==> src/logic/afl_regs.svh <==
// Register map, field positions, reset values and counts of the accumulator filter
`ifndef AFL_REGS_SVH
`define AFL_REGS_SVH

// ----------------------------------------
// Register offsets (word index on the port)
// ----------------------------------------
`define AFL_OFS_CTRL 4'h0
`define AFL_OFS_RPT 4'h1
`define AFL_OFS_CNT 4'h2
`define AFL_OFS_ACC_LO 4'h3
`define AFL_OFS_ACC_HI 4'h4
`define AFL_OFS_FLTR 4'h5
`define AFL_OFS_STAT 4'h6
`define AFL_OFS_PREV 4'h7

// ----------------------------------------
// Field positions
// ----------------------------------------
`define AFL_CTRL_MODE_LSB 0
`define AFL_CTRL_DOUBLE_SAMPLE_ENABLE_BIT 3
`define AFL_CTRL_CRS_LSB 4
`define AFL_CTRL_GO_BIT 7
`define AFL_CTRL_ACCUMULATOR_CLEAR_REQUEST_BIT 8
`define AFL_STAT_AOV_BIT 0
`define AFL_STAT_TIF_BIT 1
`define AFL_STAT_PHASE_BIT 2

// ----------------------------------------
// Mode codes and reset values
// ----------------------------------------
`define AFL_MODE_BASIC 3'h0
`define AFL_MODE_ACCUM 3'h1
`define AFL_MODE_AVG 3'h2
`define AFL_MODE_BURST 3'h3
`define AFL_MODE_LPF 3'h4
`define AFL_MODE_RST 3'h0
`define AFL_CRS_RST 3'h0
`define AFL_RPT_RST 8'h00
`define AFL_CNT_MAX 8'hff
`define AFL_ACC_MAX 20'h3ffff

// ----------------------------------------
// Timing counts
// ----------------------------------------
`define AFL_CLR_CYCLES 3'h5

`endif

==> src/logic/afl_pkg.sv <==
// Types and shared arithmetic of the accumulator filter
package afl_pkg;

    // ----------------------------------------
    // Types
    // ----------------------------------------
    typedef logic [2:0] afl_mode_t;
    typedef enum logic [1:0] {ST_IDLE, ST_CONV} afl_state_t;

    // Logical right shift of the accumulator
    function automatic logic [17:0] afl_shr(input logic [17:0] val, input logic [2:0] sh);
        afl_shr = val >> sh;
    endfunction

endpackage

==> src/logic/afl_top.sv <==
// Post-conversion accumulator, averager and low-pass filter of the converter
// Functional notes
// - Mode 000 does no accumulation or filtering
// - Basic keeps accumulator, counter; tests every sample
// - Mode 001 adds each result to accumulator
// - Filtered output is accumulator shifted right
// - Accumulator and output stay right-justified always
// - Accumulate mode tests filtered output every sample
// - Counter increments per sample, holds at 0xFF
// - Accumulator is 18 bits; overflow above 262143
// - Each completed cycle outside mode 000 adds result into accumulator
// - Double sampling accumulates second minus first sample
// - Cycle is one or two conversions
// - At repeat target, mode decides accumulator clearing
// - Clear request clears accumulator, overflow, counter
// - Clear request bit self-clears when done
// - Clearing may take up to five cycles
// - Low-pass mode uses shift in its recurrence
// - Average mode tests once counter reaches target
// - Burst mode retriggers until counter equals target
// - Low-pass mode tests once counter reaches target
// - Overflow flag raises the threshold interrupt flag
`include "afl_regs.svh"
module afl_top import afl_pkg::*; #(
    parameter int RES_W = 12
) (
    // Clock and reset
    input wire logic clk,
    input wire logic reset_n,
    // Register port
    input wire logic [3:0] reg_addr,
    input wire logic [15:0] reg_wdata,
    input wire logic reg_wr,
    input wire logic reg_rd,
    output logic [15:0] reg_rdata,
    // External trigger pin
    input wire logic ext_trig,
    // Conversion core
    output logic conv_start,
    input wire logic conv_done,
    input wire logic [RES_W-1:0] conversion_result,
    // Threshold logic
    output logic thr_req,
    output logic [17:0] thr_value,
    input wire logic thr_hit,
    output logic threshold_interrupt_flag
);

    // ----------------------------------------
    // Elaboration check
    // ----------------------------------------
    if (RES_W < 1 || RES_W > 16) begin : g_bad_res
        $error("afl_top: RES_W must be 1 to 16");
    end

    // ----------------------------------------
    // Declarations
    // ----------------------------------------
    afl_state_t state_r;
    afl_mode_t computation_mode_select_r;
    logic double_sample_enable_r;
    logic [2:0] shift_amount_r;
    logic [7:0] repeat_target_r;
    logic [7:0] sample_counter_r;
    logic [17:0] accumulator_value_r;
    logic [17:0] filtered_output_r;
    logic [15:0] previous_result_r;
    logic accumulator_overflow_flag_r;
    logic accumulator_clear_request_r;
    logic [2:0] clr_cnt_r;
    logic go_r;
    logic phase_r;
    logic trig_d_r;
    logic trig_sync;
    logic trig_edge;
    logic go_wr;
    logic accumulator_clear_request_wr;
    logic tif_wr;
    logic start;
    logic clr_done;
    logic cycle_done;
    logic burst_more;
    logic accumulating;
    logic at_target;
    logic start_clear;
    logic test_now;
    logic [7:0] cnt_nxt;
    logic [15:0] first_sample;
    logic [15:0] second_sample;
    logic [19:0] sample;
    logic [17:0] acc_nxt;
    logic [17:0] fltr_nxt;
    logic ovf;

    // ----------------------------------------
    // Pin synchroniser and trigger decode
    // ----------------------------------------
    afl_sync u_sync (
        .clk(clk),
        .reset_n(reset_n),
        .pin_in(ext_trig),
        .pin_sync(trig_sync)
    );

    // Rising edge of the synchronised pin
    always_ff @(posedge clk or negedge reset_n) begin
        if (!reset_n) begin
            trig_d_r <= 1'b0;
        end else begin
            trig_d_r <= trig_sync;
        end
    end

    // Register strobes that act besides storing
    assign trig_edge = trig_sync && !trig_d_r;
    assign go_wr = reg_wr && reg_addr == `AFL_OFS_CTRL && reg_wdata[`AFL_CTRL_GO_BIT];
    assign accumulator_clear_request_wr = reg_wr && reg_addr == `AFL_OFS_CTRL && reg_wdata[`AFL_CTRL_ACCUMULATOR_CLEAR_REQUEST_BIT];
    assign tif_wr = reg_wr && reg_addr == `AFL_OFS_STAT && reg_wdata[`AFL_STAT_TIF_BIT];

    // A trigger is taken only when idle; a trigger during a clear is dropped
    assign start = state_r == ST_IDLE && (go_wr || trig_edge) && !accumulator_clear_request_r;

    // ----------------------------------------
    // Sample selection and cycle bookkeeping
    // ----------------------------------------
    // With double sampling the first sample is the previously stored result
    assign second_sample = 16'(conversion_result);
    assign first_sample = double_sample_enable_r ? previous_result_r : second_sample;
    assign sample = double_sample_enable_r ?
        20'($signed({4'h0, second_sample}) - $signed({4'h0, first_sample})) :
        {4'h0, second_sample};

    // A cycle ends on every conversion, or every second one when doubled
    assign cycle_done = state_r == ST_CONV && conv_done &&
        (!double_sample_enable_r || phase_r);

    // Basic mode leaves the accumulator path idle
    assign accumulating = computation_mode_select_r != `AFL_MODE_BASIC;

    // Saturating sample count
    assign cnt_nxt = sample_counter_r == `AFL_CNT_MAX ? sample_counter_r :
        sample_counter_r + 8'h01;

    assign at_target = cnt_nxt >= repeat_target_r;

    // Average and burst restart from zero once the target was reached
    assign start_clear = start && sample_counter_r >= repeat_target_r &&
        (computation_mode_select_r == `AFL_MODE_AVG ||
         computation_mode_select_r == `AFL_MODE_BURST);

    // Burst keeps converting until the count meets the target
    assign burst_more = state_r == ST_CONV && conv_done &&
        computation_mode_select_r == `AFL_MODE_BURST &&
        (!cycle_done || cnt_nxt != repeat_target_r);

    // Threshold test scheduling per mode
    always_comb begin
        test_now = 1'b0;
        if (cycle_done) begin
            unique case (computation_mode_select_r)
                `AFL_MODE_BASIC: test_now = 1'b1;
                `AFL_MODE_ACCUM: test_now = 1'b1;
                `AFL_MODE_AVG: test_now = at_target;
                `AFL_MODE_BURST: test_now = at_target;
                `AFL_MODE_LPF: test_now = at_target;
                default: test_now = 1'b0;
            endcase
        end
    end

    // ----------------------------------------
    // Accumulator datapath
    // ----------------------------------------
    afl_accum u_accum (
        .mode(computation_mode_select_r),
        .shift_amount(shift_amount_r),
        .acc(start_clear ? 18'h00000 : accumulator_value_r),
        .sample(sample),
        .acc_nxt(acc_nxt),
        .fltr_nxt(fltr_nxt),
        .ovf(ovf)
    );

    // ----------------------------------------
    // Conversion sequencer
    // ----------------------------------------
    // Burst retriggers without software; other modes wait for a new trigger
    always_ff @(posedge clk or negedge reset_n) begin
        if (!reset_n) begin
            state_r <= ST_IDLE;
            conv_start <= 1'b0;
            go_r <= 1'b0;
        end else begin
            conv_start <= 1'b0;
            unique case (state_r)
                ST_IDLE: begin
                    if (start) begin
                        conv_start <= 1'b1;
                        go_r <= 1'b1;
                        state_r <= ST_CONV;
                    end
                end
                ST_CONV: begin
                    if (burst_more) begin
                        conv_start <= 1'b1;
                    end else if (conv_done) begin
                        go_r <= 1'b0;
                        state_r <= ST_IDLE;
                    end
                end
            endcase
        end
    end

    // Double-sample phase and stored previous result
    always_ff @(posedge clk or negedge reset_n) begin
        if (!reset_n) begin
            phase_r <= 1'b0;
            previous_result_r <= 16'h0000;
        end else if (state_r == ST_CONV && conv_done) begin
            phase_r <= double_sample_enable_r && !phase_r;
            previous_result_r <= phase_r ? previous_result_r : second_sample;
        end
    end

    // ----------------------------------------
    // Accumulator clear request
    // ----------------------------------------
    // Clear takes a fixed count so software polling sees a real busy window
    assign clr_done = accumulator_clear_request_r && clr_cnt_r == `AFL_CLR_CYCLES - 3'h1;

    always_ff @(posedge clk or negedge reset_n) begin
        if (!reset_n) begin
            accumulator_clear_request_r <= 1'b0;
            clr_cnt_r <= 3'h0;
        end else if (clr_done) begin
            accumulator_clear_request_r <= 1'b0;
            clr_cnt_r <= 3'h0;
        end else if (accumulator_clear_request_r) begin
            clr_cnt_r <= clr_cnt_r + 3'h1;
        end else if (accumulator_clear_request_wr) begin
            accumulator_clear_request_r <= 1'b1;
        end
    end

    // ----------------------------------------
    // Accumulator, counter and filtered output
    // ----------------------------------------
    // Software clear wins over a completing cycle in the same edge
    always_ff @(posedge clk or negedge reset_n) begin
        if (!reset_n) begin
            accumulator_value_r <= 18'h00000;
            sample_counter_r <= 8'h00;
            filtered_output_r <= 18'h00000;
        end else if (clr_done) begin
            accumulator_value_r <= 18'h00000;
            sample_counter_r <= 8'h00;
        end else if (cycle_done && accumulating) begin
            accumulator_value_r <= acc_nxt;
            sample_counter_r <= start_clear ? 8'h01 : cnt_nxt;
            filtered_output_r <= fltr_nxt;
        end else if (start_clear) begin
            accumulator_value_r <= 18'h00000;
            sample_counter_r <= 8'h00;
        end
    end

    // ----------------------------------------
    // Status flags
    // ----------------------------------------
    // Overflow is sticky until a software clear; a fresh overflow wins
    always_ff @(posedge clk or negedge reset_n) begin
        if (!reset_n) begin
            accumulator_overflow_flag_r <= 1'b0;
        end else if (cycle_done && accumulating && ovf) begin
            accumulator_overflow_flag_r <= 1'b1;
        end else if (clr_done) begin
            accumulator_overflow_flag_r <= 1'b0;
        end
    end

    // Interrupt flag: threshold hit or overflow sets, write-one clears
    always_ff @(posedge clk or negedge reset_n) begin
        if (!reset_n) begin
            threshold_interrupt_flag <= 1'b0;
        end else if (thr_hit || (cycle_done && accumulating && ovf)) begin
            threshold_interrupt_flag <= 1'b1;
        end else if (tif_wr) begin
            threshold_interrupt_flag <= 1'b0;
        end
    end

    // ----------------------------------------
    // Threshold request to the comparator
    // ----------------------------------------
    // Basic mode hands over the raw sample, other modes the shifted value
    always_ff @(posedge clk or negedge reset_n) begin
        if (!reset_n) begin
            thr_req <= 1'b0;
            thr_value <= 18'h00000;
        end else begin
            thr_req <= test_now;
            if (test_now) begin
                thr_value <= accumulating ? fltr_nxt : sample[17:0];
            end
        end
    end

    // ----------------------------------------
    // Configuration registers
    // ----------------------------------------
    always_ff @(posedge clk or negedge reset_n) begin
        if (!reset_n) begin
            computation_mode_select_r <= `AFL_MODE_RST;
            double_sample_enable_r <= 1'b0;
            shift_amount_r <= `AFL_CRS_RST;
        end else if (reg_wr && reg_addr == `AFL_OFS_CTRL) begin
            computation_mode_select_r <= reg_wdata[`AFL_CTRL_MODE_LSB +: 3];
            double_sample_enable_r <= reg_wdata[`AFL_CTRL_DOUBLE_SAMPLE_ENABLE_BIT];
            shift_amount_r <= reg_wdata[`AFL_CTRL_CRS_LSB +: 3];
        end
    end

    // Repeat target; software keeps it at 2^shift for a true average
    always_ff @(posedge clk or negedge reset_n) begin
        if (!reset_n) begin
            repeat_target_r <= `AFL_RPT_RST;
        end else if (reg_wr && reg_addr == `AFL_OFS_RPT) begin
            repeat_target_r <= reg_wdata[7:0];
        end
    end

    // ----------------------------------------
    // Read port
    // ----------------------------------------
    // Data stand only in the cycle after the strobe; unmapped reads zero
    always_ff @(posedge clk or negedge reset_n) begin
        if (!reset_n) begin
            reg_rdata <= 16'h0000;
        end else if (!reg_rd) begin
            reg_rdata <= 16'h0000;
        end else begin
            unique case (reg_addr)
                `AFL_OFS_CTRL: reg_rdata <= {7'h00, accumulator_clear_request_r, go_r,
                    shift_amount_r, double_sample_enable_r, computation_mode_select_r};
                `AFL_OFS_RPT: reg_rdata <= {8'h00, repeat_target_r};
                `AFL_OFS_CNT: reg_rdata <= {8'h00, sample_counter_r};
                `AFL_OFS_ACC_LO: reg_rdata <= accumulator_value_r[15:0];
                `AFL_OFS_ACC_HI: reg_rdata <= {14'h0000, accumulator_value_r[17:16]};
                `AFL_OFS_FLTR: reg_rdata <= filtered_output_r[15:0];
                `AFL_OFS_STAT: reg_rdata <= {13'h0000, phase_r, threshold_interrupt_flag,
                    accumulator_overflow_flag_r};
                `AFL_OFS_PREV: reg_rdata <= previous_result_r;
                default: reg_rdata <= 16'h0000;
            endcase
        end
    end

endmodule

==> src/logic/afl_sync.sv <==
// Two-flop synchroniser for a pin level
module afl_sync (
    // Clock and reset
    input wire logic clk,
    input wire logic reset_n,
    // Pin and synchronised level
    input wire logic pin_in,
    output logic pin_sync
);

    logic meta_r;

    // First flop feeds only the second
    always_ff @(posedge clk or negedge reset_n) begin
        if (!reset_n) begin
            meta_r <= 1'b0;
            pin_sync <= 1'b0;
        end else begin
            meta_r <= pin_in;
            pin_sync <= meta_r;
        end
    end

endmodule

==> src/logic/afl_accum.sv <==
// Combinational next-value datapath of the 18-bit accumulator
`include "afl_regs.svh"
module afl_accum import afl_pkg::*; (
    // Configuration
    input wire afl_mode_t mode,
    input wire logic [2:0] shift_amount,
    // Operands
    input wire logic [17:0] acc,
    input wire logic [19:0] sample,
    // Results
    output logic [17:0] acc_nxt,
    output logic [17:0] fltr_nxt,
    output logic ovf
);

    logic [19:0] base;
    logic [19:0] sum;

    // Filter feedback term: only the low-pass mode bleeds off acc/2^crs
    always_comb begin
        base = {2'b00, acc};
        if (mode == `AFL_MODE_LPF) begin
            base = base - {{2{1'b0}}, afl_shr(acc, shift_amount)};
        end
        sum = base + sample;
    end

    // Wrapped result, overflow and shifted output
    assign acc_nxt = sum[17:0];
    assign ovf = $signed(sum) > $signed(`AFL_ACC_MAX);
    assign fltr_nxt = afl_shr(sum[17:0], shift_amount);

endmodule

==> config.mk <==
export PLATFORM = sky130hd
export DESIGN_NAME = afl_top
export DESIGN_NICKNAME = d
export VERILOG_FILES = /design/src/logic/afl_pkg.sv /design/src/logic/afl_top.sv /design/src/logic/afl_sync.sv /design/src/logic/afl_accum.sv
export VERILOG_INCLUDE_DIRS = /design/src /design/src/logic
export SDC_FILE = /design/constraint.sdc
export NUM_CORES = 1
export LEC_CHECK = 0
export BUFFER_PORTS_ARGS = -buffer_cell sky130_fd_sc_hd__buf_4
export CAP_MARGIN = 20
export CORE_AREA = 2 2 133 187
export DETAILED_ROUTE_END_ITERATION = 8
export DIE_AREA = 0 0 135 189
export HOLD_SLACK_MARGIN = 0.15
export SLEW_MARGIN = 25
export SYNTH_ARGS = -nofsm -noshare
export SYNTH_HDL_FRONTEND = slang
export SYNTH_SLANG_ARGS = --single-unit
==> constraint.sdc <==
create_clock -name clk -period 8.65 [get_ports clk]
set_input_delay 1.2975 -clock clk [delete_from_list [all_inputs] [get_ports clk]]
set_output_delay 1.2975 -clock clk [all_outputs]
set_load 0.01 [all_outputs]
==> run summary, run 1 <==
Status -> completed
Slowest cell on crit path -> o2111ai_2
Slew HR -> 38.0%
Clock share of power -> 13.5%
Most Frequent Cell on Critical Path -> a21oi_1
Peak supply drop -> 0.164 mV
CTS Root Cell -> clkbuf_16
Utilization after layout -> 45.1%
# diodes -> 0
Cell Int Power -> 2.40 mW
Starting Density -> 39.4%
Peak fanout along the critical path -> 27
Critical Path End Type -> register
Worst r2r path cells -> 32
Psw -> 2.32 mW
CTS buffer count -> 17
Vias in the first global route -> 8491
Synth Instances -> 1102
CTS resizes -> 0
Unrepaired setup endpoints after global routing -> false
Final TNS setup -> 0 ns
Comb pwr share -> 66.6%
Number of DRC markers in iteration 0 -> 534
Clock transition at path regs -> 0.05 ns
IO Pins -> 76
Layout Nets -> 1258
Synth top area cells -> dfrtp_1 31%, ha_1 9.2%, o21ai_0 5.2%
Ys async rst share -> 100%
Initial antenna violation count -> 0
CP Data Required Time -> 8.94 ns
Die Y -> 189 um
Tightest Hold Check Type -> register to register
LEAKAGE -> 4.87 nW
Die W -> 135 um
Layout cells sized above 1 -> 15.3%
Final setup violation count -> 0
Die area -> 25500 um2
Most common cell in the synthesized netlist -> nand2_1
Min-Delay Path Depth -> 0
Clock sinks -> 116
Worst hold margin -> 0.346 ns
PortBufs -> 68
Fin crit share -> 90.4%
CTS tree -> done
Routability cong. -> 0.914
PwrDens -> 440 nW/um2
Power consumption -> 4.72 mW
Flop pwr share -> 19.9%
Total track usage -> 23.4%
FMAX -> 128 MHz
Synth Flop Type -> dfrtp_1
Residual DRC -> 0
Switch share -> 49.1%
DR vias -> 8600
Mean number of vias per cell -> 5.85
Final Hold Fails -> 0
ANT nets after route -> 0
Synthesized cell area -> 9380 um2
Critical path arrival -> 8.11 ns
Worst setup SP type -> input pin
CP startpoint -> reg_addr[1]
Worst R2R Start -> sample_counter_r[0]
Largest net degree at the start of global routing -> 64
Ys Warns -> 0
Core area -> 23800 um2
H-tree Lvls -> 4
GRT overflow -> 0
Num rows -> 67
Crit Path Category -> input pin to register
Setup Skew -> 0.00731 ns
Area Overhead vs Synth -> 14.4%
Worst-margin pin slew -> 0.930 ns
Total nets after synthesis -> 1213
Top-area cell type share of the netlist area -> 31.0%
CTS Hold Bufs -> 0
Worst-Skew Late Latency -> 0.42 ns
Min Tclk post-route -> 7.82 ns
WL/cell -> 20.0 um
Leading area contributor after synthesis -> dfrtp_1
Post-DP HPWL -> 22.6 mm
Post-CTS setup repair buffer count -> 0
Seq/Total Area, Yosys -> 31.0%
Maxcap violations -> 0
Yosys cell types -> 69
First-pass GRT wire length -> 46.2 mm
Syn Area/Cell -> 8.51 um2
HP Start -> u_sync.meta_r
1st-pass router iterations -> 5
Synthesized flop and latch total -> 116
Routed wire length -> 29.4 mm
Post-synth EDFFs -> 0
Clock buffer depth -> 2
Most frequent cells after synthesis -> 124 x nand2_1, 116 x dfrtp_1, 98 x o21ai_0
Final Max Slew Viols -> 0
CP max stage delay -> 0.60 ns
-- logic make-up after synthesis --
logic type / synth area share, %
compound gates: 25.7
xor+xnor: 3.36
buf+inv: 4.02
fa+ha+maj: 9.85
simple gates: 17.1
flops: 31.0
mux: 9.02
-- cell usage in the layout (no fill, tap or decap), drive strengths merged, types with 21 or more instances in the layout --
cell	count
nor3	21
a211oi	25
a21oi	74
ha	69
mux2	42
o21ai	101
nand3	31
and2	25
nand2	124
buf	85
xnor2	22
mux2i	26
a22o	23
a21o	27
nor2	81
dfrtp	116
inv	40
-- power groups by stage --
stage | clock network, mW | registers, mW | logic, mW
floorplan | 0 | 0.851 | 2.34
global placement | 0 | 0.942 | 3.08
detailed placement | 0 | 0.944 | 3.11
CTS | 0.647 | 0.937 | 3.13
global route | 0.675 | 0.958 | 3.47
finish | 0.637 | 0.941 | 3.14
-- final cells by class --
cell class                 count  area, um2
fill                        2400      13100
clock buffer                  20        457
sequential                   116       2900
clock inverter                12       82.6
tap                          310        388
inverter                      40        150
multi-input combinational    887       6110
timing repair buffer          85        638
-- sequential cells by signal (all words and copies together), names as in the netlist --
register                     flops
thr_value                       18
accumulator_overflow_flag_r      1
double_sample_enable_r           1
threshold_interrupt_flag         1
u_sync.meta_r                    1
phase_r                          1
go_r                             1
reg_rdata                       16
thr_req                          1
clr_cnt_r                        3
computation_mode_select_r        3
sample_counter_r                 8
filtered_output_r               16
conv_start                       1
trig_d_r                         1
repeat_target_r                  8
accumulator_value_r             18
previous_result_r               12
accumulator_clear_request_r      1
u_sync.pin_sync                  1
shift_amount_r                   3
-- worst paths after layout --
| kind | to | slack (ns) |
|---|---|---|
| hold reg to reg | u_sync.pin_sync | 0.35 |
| hold / removal | u_sync.pin_sync | 0.35 |
| max in group asynchronous | accumulator_clear_request_r | 6.44 |
| min in group asynchronous | thr_value[2] | 0.92 |
| setup reg to reg | thr_value[11] | 1.18 |
| setup / recovery | thr_value[11] | 0.83 |
-- through the flow --
| step | instance area (um2) | std cells | worst slack (ns) |
|---|---|---|---|
| floorplan | 9380 | 1102 | 1.47 |
| global placement | 10200 | 1438 | 0.516 |
| detailed placement | 10200 | 1438 | 0.416 |
| CTS | 10700 | 1470 | 0.836 |
| global route | 10700 | 1470 | 0.337 |
| finish | 10700 | 1470 | 0.829 |
-- worst max-delay path: cells and delay by family --
kind | cells | cell delay [ns]
AOI/OAI and AO/OA | 18 | 3.95
and+or+nand+nor | 6 | 1.41
adders and majority gates | 2 | 0.70
xor gates and xnor gates | 2 | 0.56
buffers and inverters | 1 | 0.20
-- layer usage --
| layer | track usage [%] | vias to the layer above | routed length [um] |
|---|---|---|---|
| met1 | 26.7 | 4096 | 11400 |
| li1 | - | 4129 | - |
| met3 | 3.24 | 81 | 1310 |
| met5 | 0 | - | 0 |
| met4 | 13.5 | 0 | 1700 |
| met2 | 41.5 | 294 | 15000 |
No activity file was read; power rests on OpenSTA's default activity.
==> inputs of run 2 (changes only) <==
--- a/config.mk
+++ b/config.mk
@@ -12,7 +12,7 @@
 export DETAILED_ROUTE_END_ITERATION = 8
 export DIE_AREA = 0 0 135 189
 export HOLD_SLACK_MARGIN = 0.15
-export SLEW_MARGIN = 25
+export SLEW_MARGIN = 20
 export SYNTH_ARGS = -nofsm -noshare
 export SYNTH_HDL_FRONTEND = slang
 export SYNTH_SLANG_ARGS = --single-unit
==> constraint.sdc (replaced) <==
create_clock -name clk -period 8.65 [get_ports clk]
set_input_delay 0.865 -clock clk [delete_from_list [all_inputs] [get_ports clk]]
set_output_delay 0.865 -clock clk [all_outputs]
set_load 0.01 [all_outputs]
==> run 2 against run 1 <==
Combinational power about the same. Cell area increased by 0.33%. Register-to-register slack about the same. Worst setup slack improved by 0.29 ns. Critical path type unchanged.
==> run summary, run 2 (synthesis results as in run 1) <==
Status -> completed
H-tree Lvls -> 4
Die Y -> 189 um
Largest net degree at the start of global routing -> 74
HP Start -> u_sync.meta_r
WL/cell -> 20.1 um
FMAX -> 133 MHz
Most common cell after layout, fill and taps aside -> nand2_1
Peak supply drop -> 0.155 mV
Placed Instances -> 1437
IO Pins -> 76
Vias in the first global route -> 8322
Total track usage -> 23.3%
CP Data Required Time -> 8.94 ns
CTS Root Cell -> clkbuf_16
Clock sinks -> 116
Clock buffer depth -> 2
FF-to-FF End -> thr_value[11]
Crit Path Category -> input pin to register
Most Frequent Cell on Critical Path -> a21oi_1
ANT nets after route -> 0
CTS tree -> done
Mean number of vias per cell -> 5.83
Post-CTS setup repair buffer count -> 0
Worst r2r path cells -> 33
Worst-Skew Late Latency -> 0.42 ns
Tightest Hold Check Type -> register to register
Die W -> 135 um
Number of DRC markers in iteration 0 -> 640
Area Overhead vs Synth -> 14.8%
Worst-margin pin slew -> 0.966 ns
Clock transition at path regs -> 0.05 ns
Core area -> 23800 um2
Worst Hold Endpoint -> u_sync.pin_sync
PortBufs -> 68
Num rows -> 67
Slowest cell on crit path -> o2111ai_2
Worst hold margin -> 0.347 ns
CTS Hold Bufs -> 0
Largest regs -> accumulator_value_r: 18 flops, thr_value: 18 flops
Worst setup SP type -> input pin
Worst R2R Start -> sample_counter_r[0]
LEAKAGE -> 4.89 nW
Critical Path End Type -> register
Starting Density -> 39.4%
PwrDens -> 447 nW/um2
Crit path max-delay family -> compound AO/OA/AOI/OAI gates
Final Max Slew Viols -> 0
Layout cells sized above 1 -> 15.0%
Setup Skew -> 0.0101 ns
CTS buffer count -> 17
Layout Nets -> 1257
Most frequent cells in the layout -> 124 x nand2_1, 116 x dfrtp_1, 98 x o21ai_0
GRT overflow -> 0
1st-pass router iterations -> 5
Post-DP HPWL -> 22.6 mm
# diodes -> 0
Final Hold Fails -> 0
Fin crit share -> 87.1%
Final setup violation count -> 0
Final TNS setup -> 0 ns
Slew HR -> 35.6%
Min-Delay Path Depth -> 0
Residual DRC -> 0
Layout Cells excl Fill -> 1469
Min Tclk post-route -> 7.53 ns
Unrepaired setup endpoints after global routing -> false
Routability cong. -> 0.933
Flop-to-flop setup slack -> 1.17 ns
CTS resizes -> 0
Critical path arrival -> 7.82 ns
Routed wire length -> 29.5 mm
DR vias -> 8557
Peak fanout along the critical path -> 27
CP max stage delay -> 0.48 ns
Die area -> 25500 um2
Bufs and invs on worst path -> 2
First-pass GRT wire length -> 45.7 mm
# fillers -> 2410
Initial antenna violation count -> 0
Maxcap violations -> 0
run 2: cell count changes in the layout (fill, tap and decap cells not counted), sizes merged:
cell,before,now
clkinvlp,6,4
clkbuf,20,24
inv,40,39
bufinv,0,2
buf,85,84
clkinv,6,3
run 2: cell type report:
| type | instances | area [um2] | area share (%) |
|---|---|---|---|
| flip-flops and latches | 116 | 2900 | 27.0 |
| multi-input cells | 887 | 6110 | 56.8 |
| clock buffers | 24 | 482 | 4.48 |
| repair buffers | 84 | 631 | 5.86 |
| well taps | 310 | 388 | 3.60 |
| clock inverters | 8 | 100 | 0.930 |
| inverters | 40 | 150 | 1.40 |
run 2: worst max path at each step:
| stage | end | slack (ns) | cells after the start | startpoint |
|---|---|---|---|---|
| after global placement | thr_value[11] | 0.82 | 30 | reg_addr[1] |
| after global routing | thr_value[11] | 0.55 | 30 | reg_addr[1] |
| final | thr_value[11] | 1.12 | 30 | reg_addr[1] |
| after detailed placement | thr_value[11] | 0.76 | 30 | reg_addr[1] |
| after CTS | thr_value[11] | 1.20 | 30 | reg_addr[1] |
| after floorplan | thr_value[7] | 1.90 | 30 | reg_addr[1] |
run 2: where the power goes:
group          switching, mW  leakage [nW]  internal [mW]  total (mW)
logic                   1.86          3.15           1.30        3.17
clock network          0.250         0.272          0.445       0.695
registers              0.225          1.47          0.720       0.945
run 2: stage by stage:
step	total power [mW]	instance area, um2	utilization (%)	worst slack [ns]
detailed placement	4.07	10200	42.7	0.761
global placement	4.04	10200	42.7	0.817
global route	5.16	10800	45.2	0.555
floorplan	3.19	9380	-	1.90
CTS	4.79	10800	45.2	1.20
finish	4.81	10800	45.2	1.12
run 2: layer usage:
metal	share of wire [%]	global-route usage (%)	vias up	wire length (um)
li1	-	-	4102	-
met5	0	0	-	0
met4	5.0	11.8	0	1470
met3	3.8	2.62	65	1120
met1	40	26.7	4116	11700
met2	52	42.2	274	15200
